[config.mk]
export PLATFORM = sky130hd
export DESIGN_NAME = dtcs_sequencer
export DESIGN_NICKNAME = d
export VERILOG_FILES = /design/src/shared/dtcs_pkg.sv /design/src/logic/dtcs_sequencer.sv
export SDC_FILE = /design/constraint.sdc
export NUM_CORES = 1
export LEC_CHECK = 0
export BUFFER_PORTS_ARGS = -buffer_cell sky130_fd_sc_hd__buf_2
export CAP_MARGIN = 10
export CORE_MARGIN = 5
export CORE_UTILIZATION = 25
export CTS_BUF_LIST = sky130_fd_sc_hd__clkbuf_4 sky130_fd_sc_hd__clkbuf_8 sky130_fd_sc_hd__clkbuf_16
export CTS_CLUSTER_DIAMETER = 100
export DETAILED_ROUTE_END_ITERATION = 8
export GPL_TIMING_DRIVEN = 0
export HOLD_SLACK_MARGIN = 0.06
export PLACE_DENSITY_LB_ADDON = 0.12
export SYNTH_ARGS = -nofsm -noshare
export SYNTH_HDL_FRONTEND = slang
export SYNTH_SLANG_ARGS = --single-unit
[constraint.sdc]
create_clock -name clk_in -period 2.9 [get_ports clk_in]
set_clock_uncertainty 0.1 [all_clocks]
set_input_delay 0 -clock clk_in [delete_from_list [all_inputs] [get_ports clk_in]]
set_output_delay 0 -clock clk_in [all_outputs]
set_load 0.05 [all_outputs]
[src/shared/dtcs_pkg.sv]
// constants and carrier types for the dma transfer cycle sequencer
`default_nettype none
package dtcs_pkg;
   localparam int DTCS_ADDR_W = 20;
   localparam int DTCS_WGT_W = 2;
   // area weights per access
   localparam logic [1:0] DTCS_WGT_PLAIN = 2'h1;
   localparam logic [1:0] DTCS_WGT_WAIT = 2'h2;
   localparam logic [1:0] DTCS_WGT_MUX = 2'h3;
   // accesses per phase: one whole unit, or two byte halves
   localparam logic [1:0] DTCS_ACC_ONE = 2'h1;
   localparam logic [1:0] DTCS_ACC_TWO = 2'h2;

   // kind of area an address falls in
   typedef enum logic [2:0] {
      DTCS_AREA_INT = 3'h0,
      DTCS_AREA_INT_WAIT = 3'h1,
      DTCS_AREA_SFA = 3'h2,
      DTCS_AREA_EXT = 3'h3,
      DTCS_AREA_EXT_WAIT = 3'h4,
      DTCS_AREA_MUX = 3'h5
   } dtcs_area_e;

   // one side (source or destination) of a transfer unit
   typedef struct packed {
      logic [DTCS_ADDR_W-1:0] addr;
      dtcs_area_e area;
   } dtcs_side_s;

   // bus access issued each bus cycle
   typedef struct packed {
      logic [DTCS_ADDR_W-1:0] addr;
      logic rd;
      logic wr;
      logic wide;
      logic dummy;
   } dtcs_bus_s;

   typedef enum logic [4:0] {
      DTCS_IDLE = 5'h01,
      DTCS_READ = 5'h02,
      DTCS_WRITE = 5'h04,
      DTCS_DUMMY = 5'h08,
      DTCS_DONE = 5'h10
   } dtcs_state_e;
endpackage
`default_nettype wire

[src/logic/dtcs_sequencer.sv]
// bus cycle sequencer for one dma transfer unit
`timescale 1ns/1ps
`default_nettype none
module dtcs_sequencer
   import dtcs_pkg::*;
(
   input wire logic clk_in,
   input wire logic sys_rst_in,
   input wire logic bclk_en_in,
   input wire logic start_in,
   input wire logic word_unit_in,
   input wire logic narrow_pin_in,
   input wire logic expansion_mode_in,
   input wire dtcs_side_s src_in,
   input wire dtcs_side_s dst_in,
   output logic busy_out,
   output logic done_out,
   output dtcs_bus_s bus_out,
   output logic [3:0] cycle_count_out
);

   ////////////////////////////////////////////////////////////////////////
   // per-side access planning

   // narrow bus only outside single-chip mode; internal areas follow it too
   logic narrow;
   assign narrow = expansion_mode_in & narrow_pin_in;

   // accesses one side needs; word and width come in as arguments so that
   // the write phase plans from the values latched at the start of the unit
   function automatic logic [1:0] accesses(input logic word,
                                           input logic nar,
                                           input logic odd);
      logic [1:0] n;
      n = DTCS_ACC_ONE;
      // a word goes as two byte halves on a narrow bus or from an odd start
      if (word && (nar || odd)) begin
         n = DTCS_ACC_TWO;
      end
      return n;
   endfunction

   // bus cycles that one access of an area takes
   function automatic logic [1:0] weight(input dtcs_area_e ar);
      logic [1:0] w;
      w = DTCS_WGT_PLAIN;
      unique case (ar)
         DTCS_AREA_INT_WAIT, DTCS_AREA_SFA,
         DTCS_AREA_EXT_WAIT: w = DTCS_WGT_WAIT;
         DTCS_AREA_MUX: w = DTCS_WGT_MUX;
         default: w = DTCS_WGT_PLAIN;
      endcase
      return w;
   endfunction

   ////////////////////////////////////////////////////////////////////////
   // sequencing state

   dtcs_state_e state;
   dtcs_side_s src;
   dtcs_side_s dst;
   logic word_unit;
   logic narrow_q;
   logic [1:0] acc_left;
   logic [1:0] wait_left;
   logic [1:0] acc_idx;

   ////////////////////////////////////////////////////////////////////////
   // step decode, shared by the state, counter and output blocks

   logic in_access; // reading or writing
   logic take; // start accepted on this bus clock
   logic stretch; // extra wait cycle of an access
   logic last_beat; // final bus cycle of an access
   logic more_acc; // second byte half follows
   logic open_write; // last read ends, writes begin
   logic close_write; // last write ends
   logic [1:0] dst_acc;
   logic [1:0] dst_wait;
   logic [1:0] cur_wait;

   // every step but in_access qualifies on the bus clock enable
   assign in_access = state == DTCS_READ || state == DTCS_WRITE;
   assign take = bclk_en_in && state == DTCS_IDLE && start_in;
   assign stretch = bclk_en_in && in_access && wait_left != 2'h0;
   assign last_beat = bclk_en_in && in_access && wait_left == 2'h0;
   assign more_acc = last_beat && acc_left != DTCS_ACC_ONE;
   assign open_write = last_beat && acc_left == DTCS_ACC_ONE
                       && state == DTCS_READ;
   assign close_write = last_beat && acc_left == DTCS_ACC_ONE
                        && state == DTCS_WRITE;

   // destination judged on its own address and area, never the source's
   assign dst_acc = accesses(word_unit, narrow_q,
                             dst.addr[0]);
   assign dst_wait = weight(dst.area) - 2'h1;
   // a waited access repeats its address, so each half reloads the wait
   assign cur_wait = weight(state == DTCS_WRITE ? dst.area : src.area)
                     - 2'h1;

   ////////////////////////////////////////////////////////////////////////
   // phase control and per-access counters

   // phase order: idle, reads, writes, dummy, done; one step per bus clock
   always_ff @(posedge clk_in or posedge sys_rst_in) begin
      if (sys_rst_in) begin
         state <= DTCS_IDLE;
      end else if (bclk_en_in) begin
         unique case (state)
            DTCS_IDLE: begin
               if (start_in) begin
                  state <= DTCS_READ;
               end
            end
            DTCS_READ: begin
               if (open_write) begin
                  state <= DTCS_WRITE;
               end
            end
            DTCS_WRITE: begin
               if (close_write) begin
                  state <= DTCS_DUMMY;
               end
            end
            DTCS_DUMMY: state <= DTCS_DONE;
            DTCS_DONE: state <= DTCS_IDLE;
            // a corrupted one-hot code falls back to idle
            default: state <= DTCS_IDLE;
         endcase
      end
   end

   // unit conditions latched on take, so a mid-unit pin change is harmless
   always_ff @(posedge clk_in or posedge sys_rst_in) begin
      if (sys_rst_in) begin
         src <= '0;
         dst <= '0;
         word_unit <= 1'b0;
         narrow_q <= 1'b0;
      end else if (take) begin
         src <= src_in;
         dst <= dst_in;
         word_unit <= word_unit_in;
         narrow_q <= narrow;
      end
   end

   // accesses still to issue in the current phase
   always_ff @(posedge clk_in or posedge sys_rst_in) begin
      if (sys_rst_in) begin
         acc_left <= 2'h0;
      end else if (take) begin
         acc_left <= accesses(word_unit_in, narrow, src_in.addr[0]);
      end else if (more_acc) begin
         acc_left <= acc_left - 2'h1;
      end else if (open_write) begin
         acc_left <= dst_acc;
      end
   end

   // byte half being issued; offsets the side's start address
   always_ff @(posedge clk_in or posedge sys_rst_in) begin
      if (sys_rst_in) begin
         acc_idx <= 2'h0;
      end else if (take || open_write) begin
         acc_idx <= 2'h0;
      end else if (more_acc) begin
         acc_idx <= acc_idx + 2'h1;
      end
   end

   // wait cycles left in the current access
   always_ff @(posedge clk_in or posedge sys_rst_in) begin
      if (sys_rst_in) begin
         wait_left <= 2'h0;
      end else if (take) begin
         wait_left <= weight(src_in.area) - 2'h1;
      end else if (stretch) begin
         wait_left <= wait_left - 2'h1;
      end else if (more_acc) begin
         wait_left <= cur_wait;
      end else if (open_write) begin
         wait_left <= dst_wait;
      end
   end

   ////////////////////////////////////////////////////////////////////////
   // bus cycle counter, observable total per unit

   // dummy and done cycles are left out of the total on purpose
   always_ff @(posedge clk_in or posedge sys_rst_in) begin
      if (sys_rst_in) begin
         cycle_count_out <= 4'h0;
      end else if (take) begin
         cycle_count_out <= 4'h0;
      end else if (bclk_en_in && in_access) begin
         cycle_count_out <= cycle_count_out + 4'h1;
      end
   end

   ////////////////////////////////////////////////////////////////////////
   // registered bus outputs, one clock behind the state

   logic [DTCS_ADDR_W-1:0] cur_addr;
   logic single_word;

   // the second half addresses the byte after the side's start
   always_comb begin
      cur_addr = (state == DTCS_WRITE) ? dst.addr : src.addr;
      cur_addr = cur_addr + DTCS_ADDR_W'(acc_idx);
   end

   // word lane only for an unsplit, aligned word access
   assign single_word = word_unit && !narrow_q
                        && acc_left == DTCS_ACC_ONE
                        && acc_idx == 2'h0 && !cur_addr[0];

   // strobes follow the phase; lane gated so idle and dummy show no width
   always_ff @(posedge clk_in or posedge sys_rst_in) begin
      if (sys_rst_in) begin
         bus_out <= '0;
      end else begin
         bus_out.addr <= cur_addr;
         bus_out.rd <= state == DTCS_READ;
         bus_out.wr <= state == DTCS_WRITE;
         bus_out.wide <= in_access && single_word;
         bus_out.dummy <= state == DTCS_DUMMY;
      end
   end

   // done pulses one clock after the done bus cycle has passed
   always_ff @(posedge clk_in or posedge sys_rst_in) begin
      if (sys_rst_in) begin
         done_out <= 1'b0;
      end else begin
         done_out <= bclk_en_in && state == DTCS_DONE;
      end
   end

   // busy holds the bus away from the processor until the done cycle completes
   assign busy_out = state != DTCS_IDLE;

endmodule
`default_nettype wire

# After elaboration in Yosys (flattened, before gate mapping)
# Index checks and enable logic that the tools add are counted.
[word_totals] reg_bits=88 input_bits=53 elab_cells=106
[classes] n_addsub=8 n_eq_ne=23 n_mux=23 n_bitwise=1 reduce_logical=34
[op_table] operator="2-to-1 mux 2 bit" n=12
[op_table] operator="adder 20 x 2 -> 20 bit" n=1
[op_table] operator="2-to-1 mux 20 bit" n=1
[op_table] operator="one-hot mux 5 bit (4 select lines)" n=1
[op_table] operator="equality test 3 bit (second input constant)" n=6
[op_table] operator="logical AND 1 bit" n=17
[op_table] operator="2-to-1 mux 5 bit" n=3
[op_table] operator="one-hot mux 2 bit (2 select lines)" n=3
[op_table] operator="subtractor 2 x 1 -> 2 bit (second input constant)" n=5
[op_table] operator="equality test 3 x 1 -> 1 bit (second input constant)" n=3
[op_table] operator="equality test 3 x 2 -> 1 bit (second input constant)" n=3
[op_table] operator="OR reduction 3 bit" n=3
[op_table] operator="2-to-1 mux 4 bit" n=2
[op_table] operator="inequality test 2 bit (second input constant)" n=3
[op_table] operator="nonzero test 2 bit" n=3
[op_table] operator="equality test 5 x 1 -> 1 bit (second input constant)" n=1
[op_table] operator="equality test 5 x 2 -> 1 bit (second input constant)" n=1
[op_table] operator="equality test 5 x 3 -> 1 bit (second input constant)" n=1
[op_table] operator="equality test 5 x 4 -> 1 bit (second input constant)" n=1
[op_table] operator="equality test 5 bit (second input constant)" n=1
[op_table] operator="inequality test 5 x 1 -> 1 bit (second input constant)" n=1
[op_table] operator="adder 4 x 1 -> 4 bit (second input constant)" n=1
[op_table] operator="zero test 2 bit" n=2
[op_table] operator="logical OR 1 bit" n=4
[op_table] operator="other kinds (9)" n=10

# Logic depth before layout (Yosys ltp)
# Gate-level depths: netlist (run 1).
[depth] word_depth=10 depth_mapped=13 depth_no_buf=12

# Worst setup path before layout (run 1)
# Ideal clock, no wire load.
[synth_timing] kind="register -> register" startpoint="reg state[0]" endpoint="reg bus_out[18] (netlist bit)" setup_ps=142 arrival_time_ps=2891 required_time_ps=2658 path_slack_ps=-234 path_stages_with_launch=14 n_path_buf=2 synth_period_minus_slack_ps=3134 path_cell_list="dfstp_2 -> nor3_2 -> nand2_1 -> buf_2 -> buf_1 -> nand2_1 -> nand2_1 -> ha_1 -> inv_1 -> fa_1 -> o21ba_2 -> nand4_1 -> xor2_1 -> mux2i_1"
[synth_via] elab_chain_len=3
[synth_lines] item="start, declared" line="dtcs_sequencer.sv:59" rtl="dtcs_state_e state;"
[synth_lines] item="start signal, assigned" line="dtcs_sequencer.sv:107" rtl="state <= DTCS_IDLE;"
[synth_lines] item="start signal, assigned" line="dtcs_sequencer.sv:112" rtl="state <= DTCS_READ;"
[synth_lines] item="start signal, assigned" line="dtcs_sequencer.sv:117" rtl="state <= DTCS_WRITE;"
[synth_lines] item="equality test 5 x 3 -> 1 bit" line="dtcs_sequencer.sv:209" rtl="cur_addr = (state == DTCS_WRITE) ? dst.addr : src.addr;"
[synth_lines] item="2-to-1 mux 20 bit" line="dtcs_sequencer.sv:209"
[synth_lines] item="adder 20 x 2 -> 20 bit" line="dtcs_sequencer.sv:210" rtl="cur_addr = cur_addr + DTCS_ADDR_W'(acc_idx);"
[synth_lines] item="named net cur_addr[14]" line="dtcs_sequencer.sv:204" rtl="logic [DTCS_ADDR_W-1:0] cur_addr;"
[synth_lines] item="end, declared" line="dtcs_sequencer.sv:18" rtl="output dtcs_bus_s bus_out,"
# The timed path passes the listed nets, and every way through them passes these cells.
# A chain may end at the register's enable or synchronous reset.

# Worst setup path in the final report (run 1)
[layout_timing] startpoint="reg state[3]" endpoint="reg bus_out[18] (netlist bit)"
# The elaborated chain is that of the path after synthesis.

==> key figures, run 1 <==
Run status
  • Status: finished clean

Logic synthesis
  • Yosys top cell area share: 50.9%
  • Ranking of synthesized cells by area: dfrtp_1 (51%), mux2_1 (13%), xor2_1 (5.5%)
  • Dominant synthesized flop cell: dfrtp_1
  • Syn nets: 431
  • EDFF count, synth: 0
  • Cell with the most instances after synthesis: dfrtp_1
  • Async SR Flop Fraction: 100%
  • Register area share after synthesis: 51.5%
  • Top cells by count, synth: dfrtp_1 (87), mux2_1 (49), nand2_1 (29), xor2_1 (27), nor2_1 (21)
  • Mean post-synth cell area: roughly 12 µm²
  • Cells after Synth: 372
  • Yosys cell types: 50
  • Cell area after synthesis: 0.00428 mm²
  • #FFs+latches synth: 88
  • YS warnings: 0
  • Cell taking the most area after synthesis: dfrtp_1

Cells and area
  • # fillers: 1704
  • Final std cells w/o fill: approximately 760
  • Final net count: 590
  • Ant diodes: 0
  • Area delta synth->final: 39.8%
  • Reg area: roughly 0.0022 mm²
  • Final core occ: 35.8%
  • Area used by multi-input combinational logic: 0.00200 mm²
  • Share of layout cells above drive strength 1: a little over a quarter

STA
  • RSZ-0062 raised after global routing: false
  • TNS Setup: 0 ps
  • Final Hold Fails: 0
  • Tcrit/Tclk final: 93.9%
  • Slew headroom: ~58%
  • Slew @ Worst Pin: 631 ps
  • Fmax: 367 MHz
  • Worst setup margin: roughly 180 ps
  • Final slew viol count: 0
  • Final setup viols: 0
  • Tmin final: ~2700 ps

Setup path
  • R2r startpoint: state[3]$_DFFE_PP0P_
  • Startpoint Class: register
  • Crit. End Element: register
  • Crit path kind: reg2reg
  • CP startpoint: state[3]$_DFFE_PP0P_
  • CP arrival: 2890 ps
  • CP required: 3060 ps
  • Crit Path Max Fanout: 13

Hold path
  • HP Class: in2reg
  • Hold_sp: expansion_mode_in

Global routing
  • First-pass GRT wire length: ~18 mm
  • Number of global-route vias before repair: 3386
  • Largest net degree at the start of global routing: 50
  • Initial antenna violation count: 0
  • GRT Residual Overflow: 0
  • Total GRT Usage: a little under an eighth

Clocking
  • CTS sink cnt: 88
  • Later-pin clock latency in the skew report: 350 ps
  • Clock Tree Root: clkbuf_16
  • TritonCTS buffer count: 9
  • Clock transition at path regs: 70 ps
  • Max H-tree Level: 3
  • CTS tree: built
  • Clk buf depth: 2

Die
  • Die X: 141 µm
  • Cell row count: 47
  • Area of the core: 0.0167 mm²
  • IO Count: 83
  • Die area: 0.0198 mm²
  • Initial Utilization: 25.6%
  • Overall die height: 141 µm

Route
  • First-pass DRT Iterations: 4
  • DRC Markers: 0
  • Detailed Route WL: 11.5 mm
  • Routed Antenna Nets: 0
  • Vias: 3306
  • Initial DRC Count: between 100 and 150
  • Wire length per cell: roughly 15 µm
  • Vias per cell: approximately 4.4

Power and ir drop
  • Worst IR drop on VDD: 0.000357 V
  • Power consumption: ~5.6 mW
  • PwrDens: between 900 and 1000 mW/mm²
  • Lkg Pwr: 2.75 nW

Place
  • Inst Count DP: roughly 680
  • Worst slack, placed: -914 ps
  • Gpl congestion: 0.748
  • Port buffer count: a little over 80
  • DP Wirelength: slightly above 8 mm

Flow run
  • Total of max-cap violations: 0
==> worst paths after layout <==
kind                                                 to  slack (ps)  cells after the start
min in group asynchronous           dst[22]$_DFFE_PP0P_         150                      3
max in group asynchronous          state[0]$_DFFE_PP1P_        1860                      4
worst max register to register    bus_out[18]$_DFF_PP0_         180                     12
worst max-delay path              bus_out[18]$_DFF_PP0_         180                     12
worst min-delay path            acc_left[0]$_DFFE_PP0P_          80                      5
worst min register to register     bus_out[1]$_DFF_PP0_         380                      1
==> registers in the layout, summed over array words and instances (netlist names) <==
name / cells
acc_idx: 2
acc_left: 2
bus_out: 24
cycle_count_out: 4
done_out: 1
dst: 23
narrow_q: 1
src: 23
state: 5
wait_left: 2
word_unit: 1
==> final cells by class <==
type / count / area share, %
Clock inverter: 6 / 1.02
Buffer: 11 / 1.42
Inverter: 14 / 1.00
Clock buffer: 9 / 3.76
Sequential cell: 88 / 36.8
Multi-Input combinational cell: 257 / 33.4
Tap cell: 220 / 4.60
Timing Repair Buffer: 150 / 17.9
==> report_power, final <==
part	leakage [nW]	switching (mW)	internal [mW]
Clock	0.141	0.492	0.660
Sequential	1.07	0.434	1.78
Combinational	1.54	1.35	0.849
Total	2.75	2.28	3.29
==> layer usage <==
layer / part of all wire, % / wire length, µm / track usage [%]
met5: 0 / 0 / 0
met4: 1.9 / 213 / 4.74
met3: 3.7 / 428 / 2.51
met2: 48 / 5490 / 19.2
met1: 46 / 5330 / 15.8
==> kinds of logic (layout without fill, tap and decap cells) <==
kind of cell,Yosys count,count (layout),synth area share [%]
mux,66,66,16.9
xor+xnor,37,37,7.57
fa+ha+maj,6,6,1.93
compound gates,51,51,8.21
buf+inv,27,190,2.57
simple gates,97,97,11.3
flops,88,88,51.5
==> metrics by stage <==
step	area (µm²)	hold WS [ps]
6_report	5990	83.9
5_1_grt	5990	123
4_1_cts	5890	65.2
3_5_place_dp	5000	-1.64
3_3_place_gp	4970	118
2_1_floorplan	4280	21.5
==> cells in the final DEF, fill, tap and decap left out, drive strengths merged, types with 2 or more instances in the layout <==
| cell type | n |
|---|---|
| ha | 5 |
| nor2 | 21 |
| xor2 | 27 |
| mux2 | 50 |
| mux2i | 16 |
| o21ai | 13 |
| or3 | 2 |
| dlygate4sd3 | 53 |
| a31oi | 4 |
| a21o | 5 |
| nand2 | 29 |
| o211a | 2 |
| nor3 | 8 |
| o2111ai | 2 |
| a2111oi | 2 |
| buf | 104 |
| xnor2 | 10 |
| clkinv | 4 |
| nand4 | 8 |
| clkbuf | 13 |
| nand3 | 15 |
| dfrtp | 87 |
| a21oi | 12 |
| o32ai | 2 |
| and3 | 8 |
| inv | 14 |
==> repair_timing <==
item / in CTS / in global routing
gates resized for setup: 13 / 9
setup buffers: 3 / 11
endpoints found under the hold margin: 144 / 0
hold buffers: 53 / 0
setup endpoints to repair: 20 / 14
pin swaps: 0 / 5
==> critical path: stages (launching register included) <==
cell	delay, ps
dfrtp_1	450
nor3_4	270
nand2_4	130
inv_6	150
nand2_1	70
nand2_1	60
ha_1	170
inv_1	70
fa_2	410
o21ba_4	310
nand4_1	120
xor2_1	170
mux2i_1	140
Power figures use the tool's default switching activity.
==> run 2, diff against run 1 <==
--- a/config.mk
+++ b/config.mk
@@ -5,6 +5,7 @@
 export SDC_FILE = /design/constraint.sdc
 export NUM_CORES = 1
 export LEC_CHECK = 0
+export ABC_AREA = 1
 export BUFFER_PORTS_ARGS = -buffer_cell sky130_fd_sc_hd__buf_2
 export CAP_MARGIN = 10
 export CORE_MARGIN = 5
==> run 2 against run 1 <==
Net effect:
- count of clock-buffer cells in the layout increased by 5
- maximum frequency rose by 1.9%
- synthesized area is 0.38% higher
- die area rose by 0.35%
- critical path depth up 2
- sequential power decreased by 10%
- total power is 0.54% higher
- combinational power increased by 7%
- wire length increased by 5.5%
- clock power increased by 9%
- first-iteration DRC count grew 27%
- synthesized cell count rose by 38%
==> key figures, run 2 <==
Route
  • Vias: 3705
  • Initial DRC Count: 169
  • Routed Antenna Nets: 0
  • First-pass DRT Iterations: 4
  • DRC Markers: 0
  • Wire length per cell: 13.4 µm
  • Detailed Route WL: 12.1 mm
  • Vias per cell: 4.12

Cells and area
  • Ant diodes: 0
  • Biggest register: bus_out
  • Top Registers: bus_out x24, dst x23, src x23
  • Max reg flops: 24
  • Final net count: 728
  • Share of layout cells above drive strength 1: 22.6%
  • Area delta synth->final: 37.9%
  • Most common cell after layout, fill and taps aside: nand2_1
  • Commonest cells after routing, fill and taps aside: nand2_1 (156), dfrtp_1 (87), buf_2 (84)

Global routing
  • First-pass GRT wire length: 19.8 mm
  • Number of global-route vias before repair: 3866
  • Largest net degree at the start of global routing: 52
  • GRT Residual Overflow: 0
  • Initial antenna violation count: 0
  • Total GRT Usage: 12.8%

Logic synthesis
  • Yosys top cell area share: around half
  • Register area share after synthesis: about 51%
  • Cells after Synth: between 500 and 600
  • Yosys cell types: 33
  • #FFs+latches synth: 88
  • Mean post-synth cell area: roughly 8.3 µm²
  • Cell area after synthesis: 0.00430 mm²
  • Top cells by count, synth: nand2_1 (156), dfrtp_1 (87), inv_1 (70), o21ai_0 (45), nor2_1 (31)
  • EDFF count, synth: 0
  • Ranking of synthesized cells by area: dfrtp_1 (51%), nand2_1 (14%), inv_1 (6.1%)
  • Cell with the most instances after synthesis: nand2_1
  • Synth Area in Compound Gates: 10.2%
  • YS warnings: 0
  • Async SR Flop Fraction: 100%
  • Synth Area in XOR/XNOR: 3.67%
  • Dominant synthesized flop cell: dfrtp_1
  • Syn nets: 574
  • Simple-gate portion of the synthesized area: roughly a quarter
  • Mux cell area share after synthesis: 0%
  • Cell taking the most area after synthesis: dfrtp_1
  • Post-Synth Adder-Cell Area: just under 2%
  • Main combinational cell family by area after synthesis: simple AND/OR/NAND/NOR gates

Run status
  • Status: finished clean

STA
  • Tcrit/Tclk final: around 90%
  • Final slew viol count: 0
  • Fmax: 374 MHz
  • Final Hold Fails: 0
  • Slew @ Worst Pin: 652 ps
  • RSZ-0062 raised after global routing: false
  • Worst setup margin: between 200 and 250 ps
  • Tmin final: 2670 ps
  • Slew headroom: between 50% and 60%
  • Final setup viols: 0

Setup path
  • Startpoint Class: register
  • CP arrival: 2840 ps
  • Worst path max stage delay: ~420 ps
  • CP Cell Sequence: nor2_4 > nand3_4 > buf_6 > buf_6 > o21ai_0 > ha_2 > inv_1 > fa_1 > inv_2 > nand2_4 > nor2_4 > nand2_2 > nor2_2 > xor2_1
  • Crit Path Max Fanout: 10
  • Crit. End Element: register
  • CP required: 3070 ps
  • Cell at the slowest stage of the critical path: dfrtp_1
  • Crit path kind: reg2reg
  • FF-to-FF path depth: 14

Flow run
  • Total of max-cap violations: 0

Clocking
  • CTS tree: built
  • Later-pin clock latency in the skew report: 350 ps
  • Clk buf depth: 2
  • Clock transition at path regs: 60 ps
  • Clock Tree Root: clkbuf_16
  • CTS sink cnt: 88
  • Max H-tree Level: 3
  • TritonCTS buffer count: 9

Place
  • Worst slack, placed: -85.6 ps
  • Gpl congestion: between 0.7 and 0.8
  • DP Wirelength: 8.96 mm
  • Port buffer count: 82

Die
  • Area of the core: around 0.017 mm²
  • Cell row count: 48
  • Die X: 141 µm
  • Overall die height: 141 µm
  • Die area: 0.0199 mm²
  • Initial Utilization: roughly a quarter
  • IO Count: 83

Hold path
  • HP Class: in2async

Power and ir drop
  • Worst IR drop on VDD: 0.000466 V
  • Power consumption: 5.60 mW
  • PwrDens: 944 mW/mm²
  • Lkg Pwr: slightly above 3 nW
## run 2: cell count changes after synthesis, moves of 7 or more
| cell | delta |
|---|---|
| nand2_1 | +127 |
| and3_1 | -7 |
| mux2_1 | -49 |
| o21ai_2 | +8 |
| nor2_1 | +10 |
| nor2_2 | +7 |
| inv_1 | +57 |
| nor2_4 | +7 |
| mux2i_1 | -16 |
| o21ai_0 | +38 |
| xor2_1 | -16 |
## run 2: repair_timing
action	in CTS	in global routing
setup buffers	0	8
hold buffers	52	0
gates resized for setup	3	0
hold endpoints to repair	141	0
pin swaps	0	4
setup endpoints to repair	4	7
## run 2: area by class of cell
type                    instances  area (µm²)
clock buffers                  14         288
repair buffers                143        1020
fillers                      1834       11100
inverters                      73         277
clock inverters                 2        35.0
flip-flops and latches         88        2200
plain buffers                  15        88.8
multi-input cells             339        1730
well taps                     225         282
## run 2: path summary, 6_finish.rpt
path / from / end / slack, ps
setup / recovery: state[1]$_DFFE_PP0P_ / bus_out[16]$_DFF_PP0_ / 230
hold / removal: sys_rst_in / bus_out[2]$_DFF_PP0_ / 140
setup reg to reg: state[1]$_DFFE_PP0P_ / bus_out[16]$_DFF_PP0_ / 230
hold reg to reg: cycle_count_out[3]$_DFFE_PP0P_ / cycle_count_out[3]$_DFFE_PP0P_ / 370
max in group asynchronous: sys_rst_in / dst[18]$_DFFE_PP0P_ / 1930
min in group clk_in: src_in[15] / src[15]$_DFFE_PP0P_ / 290
## run 2: power by group
group	total, mW	internal, mW	switching, mW	leakage (nW)
registers	1.99	1.76	0.229	1.10
logic	2.35	0.709	1.64	1.75
clock network	1.25	0.771	0.484	0.162
total	5.60	3.24	2.36	3.02
## run 2: logic make-up after synthesis
group	after synthesis
buffers and inverters	88
DFF	88
AOI/OAI and AO/OA	78
and+or+nand+nor	237
adders and majority gates	6
xor gates and xnor gates	18
## run 2: per-layer routing
layer  up-vias  global-route usage [%]  wire [µm]
li1       1911                       -          -
met1      1705                    16.4       5600
met2        71                    20.8       5710
met3        18                    2.34        461
met4         0                    6.02        314
met5         -                       0          0
## run 2: through the flow
step / util [%] / hold slack (ps) / instances / TNS, ps / instance area (µm²)
after floorplan: - / 16.6 / 515 / 0 / 4300
after global placement: 29.2 / 108 / 822 / -65470 / 4990
after detailed placement: 29.4 / -12.7 / 823 / -181 / 5020
after CTS: 34.4 / 160 / 891 / 0 / 5860
after global routing: 34.7 / 209 / 899 / 0 / 5920
final: 34.7 / 136 / 899 / 0 / 5920
## run 2: critical path: cells and delay by family (launching register included)
| kind | cells | cell delay (ps) |
|---|---|---|
| and+or+nand+nor | 6 | 650 |
| buffers and inverters | 4 | 460 |
| DFF | 1 | 420 |
| adders and majority gates | 2 | 610 |
| AOI/OAI and AO/OA | 1 | 170 |
| xor gates and xnor gates | 1 | 160 |
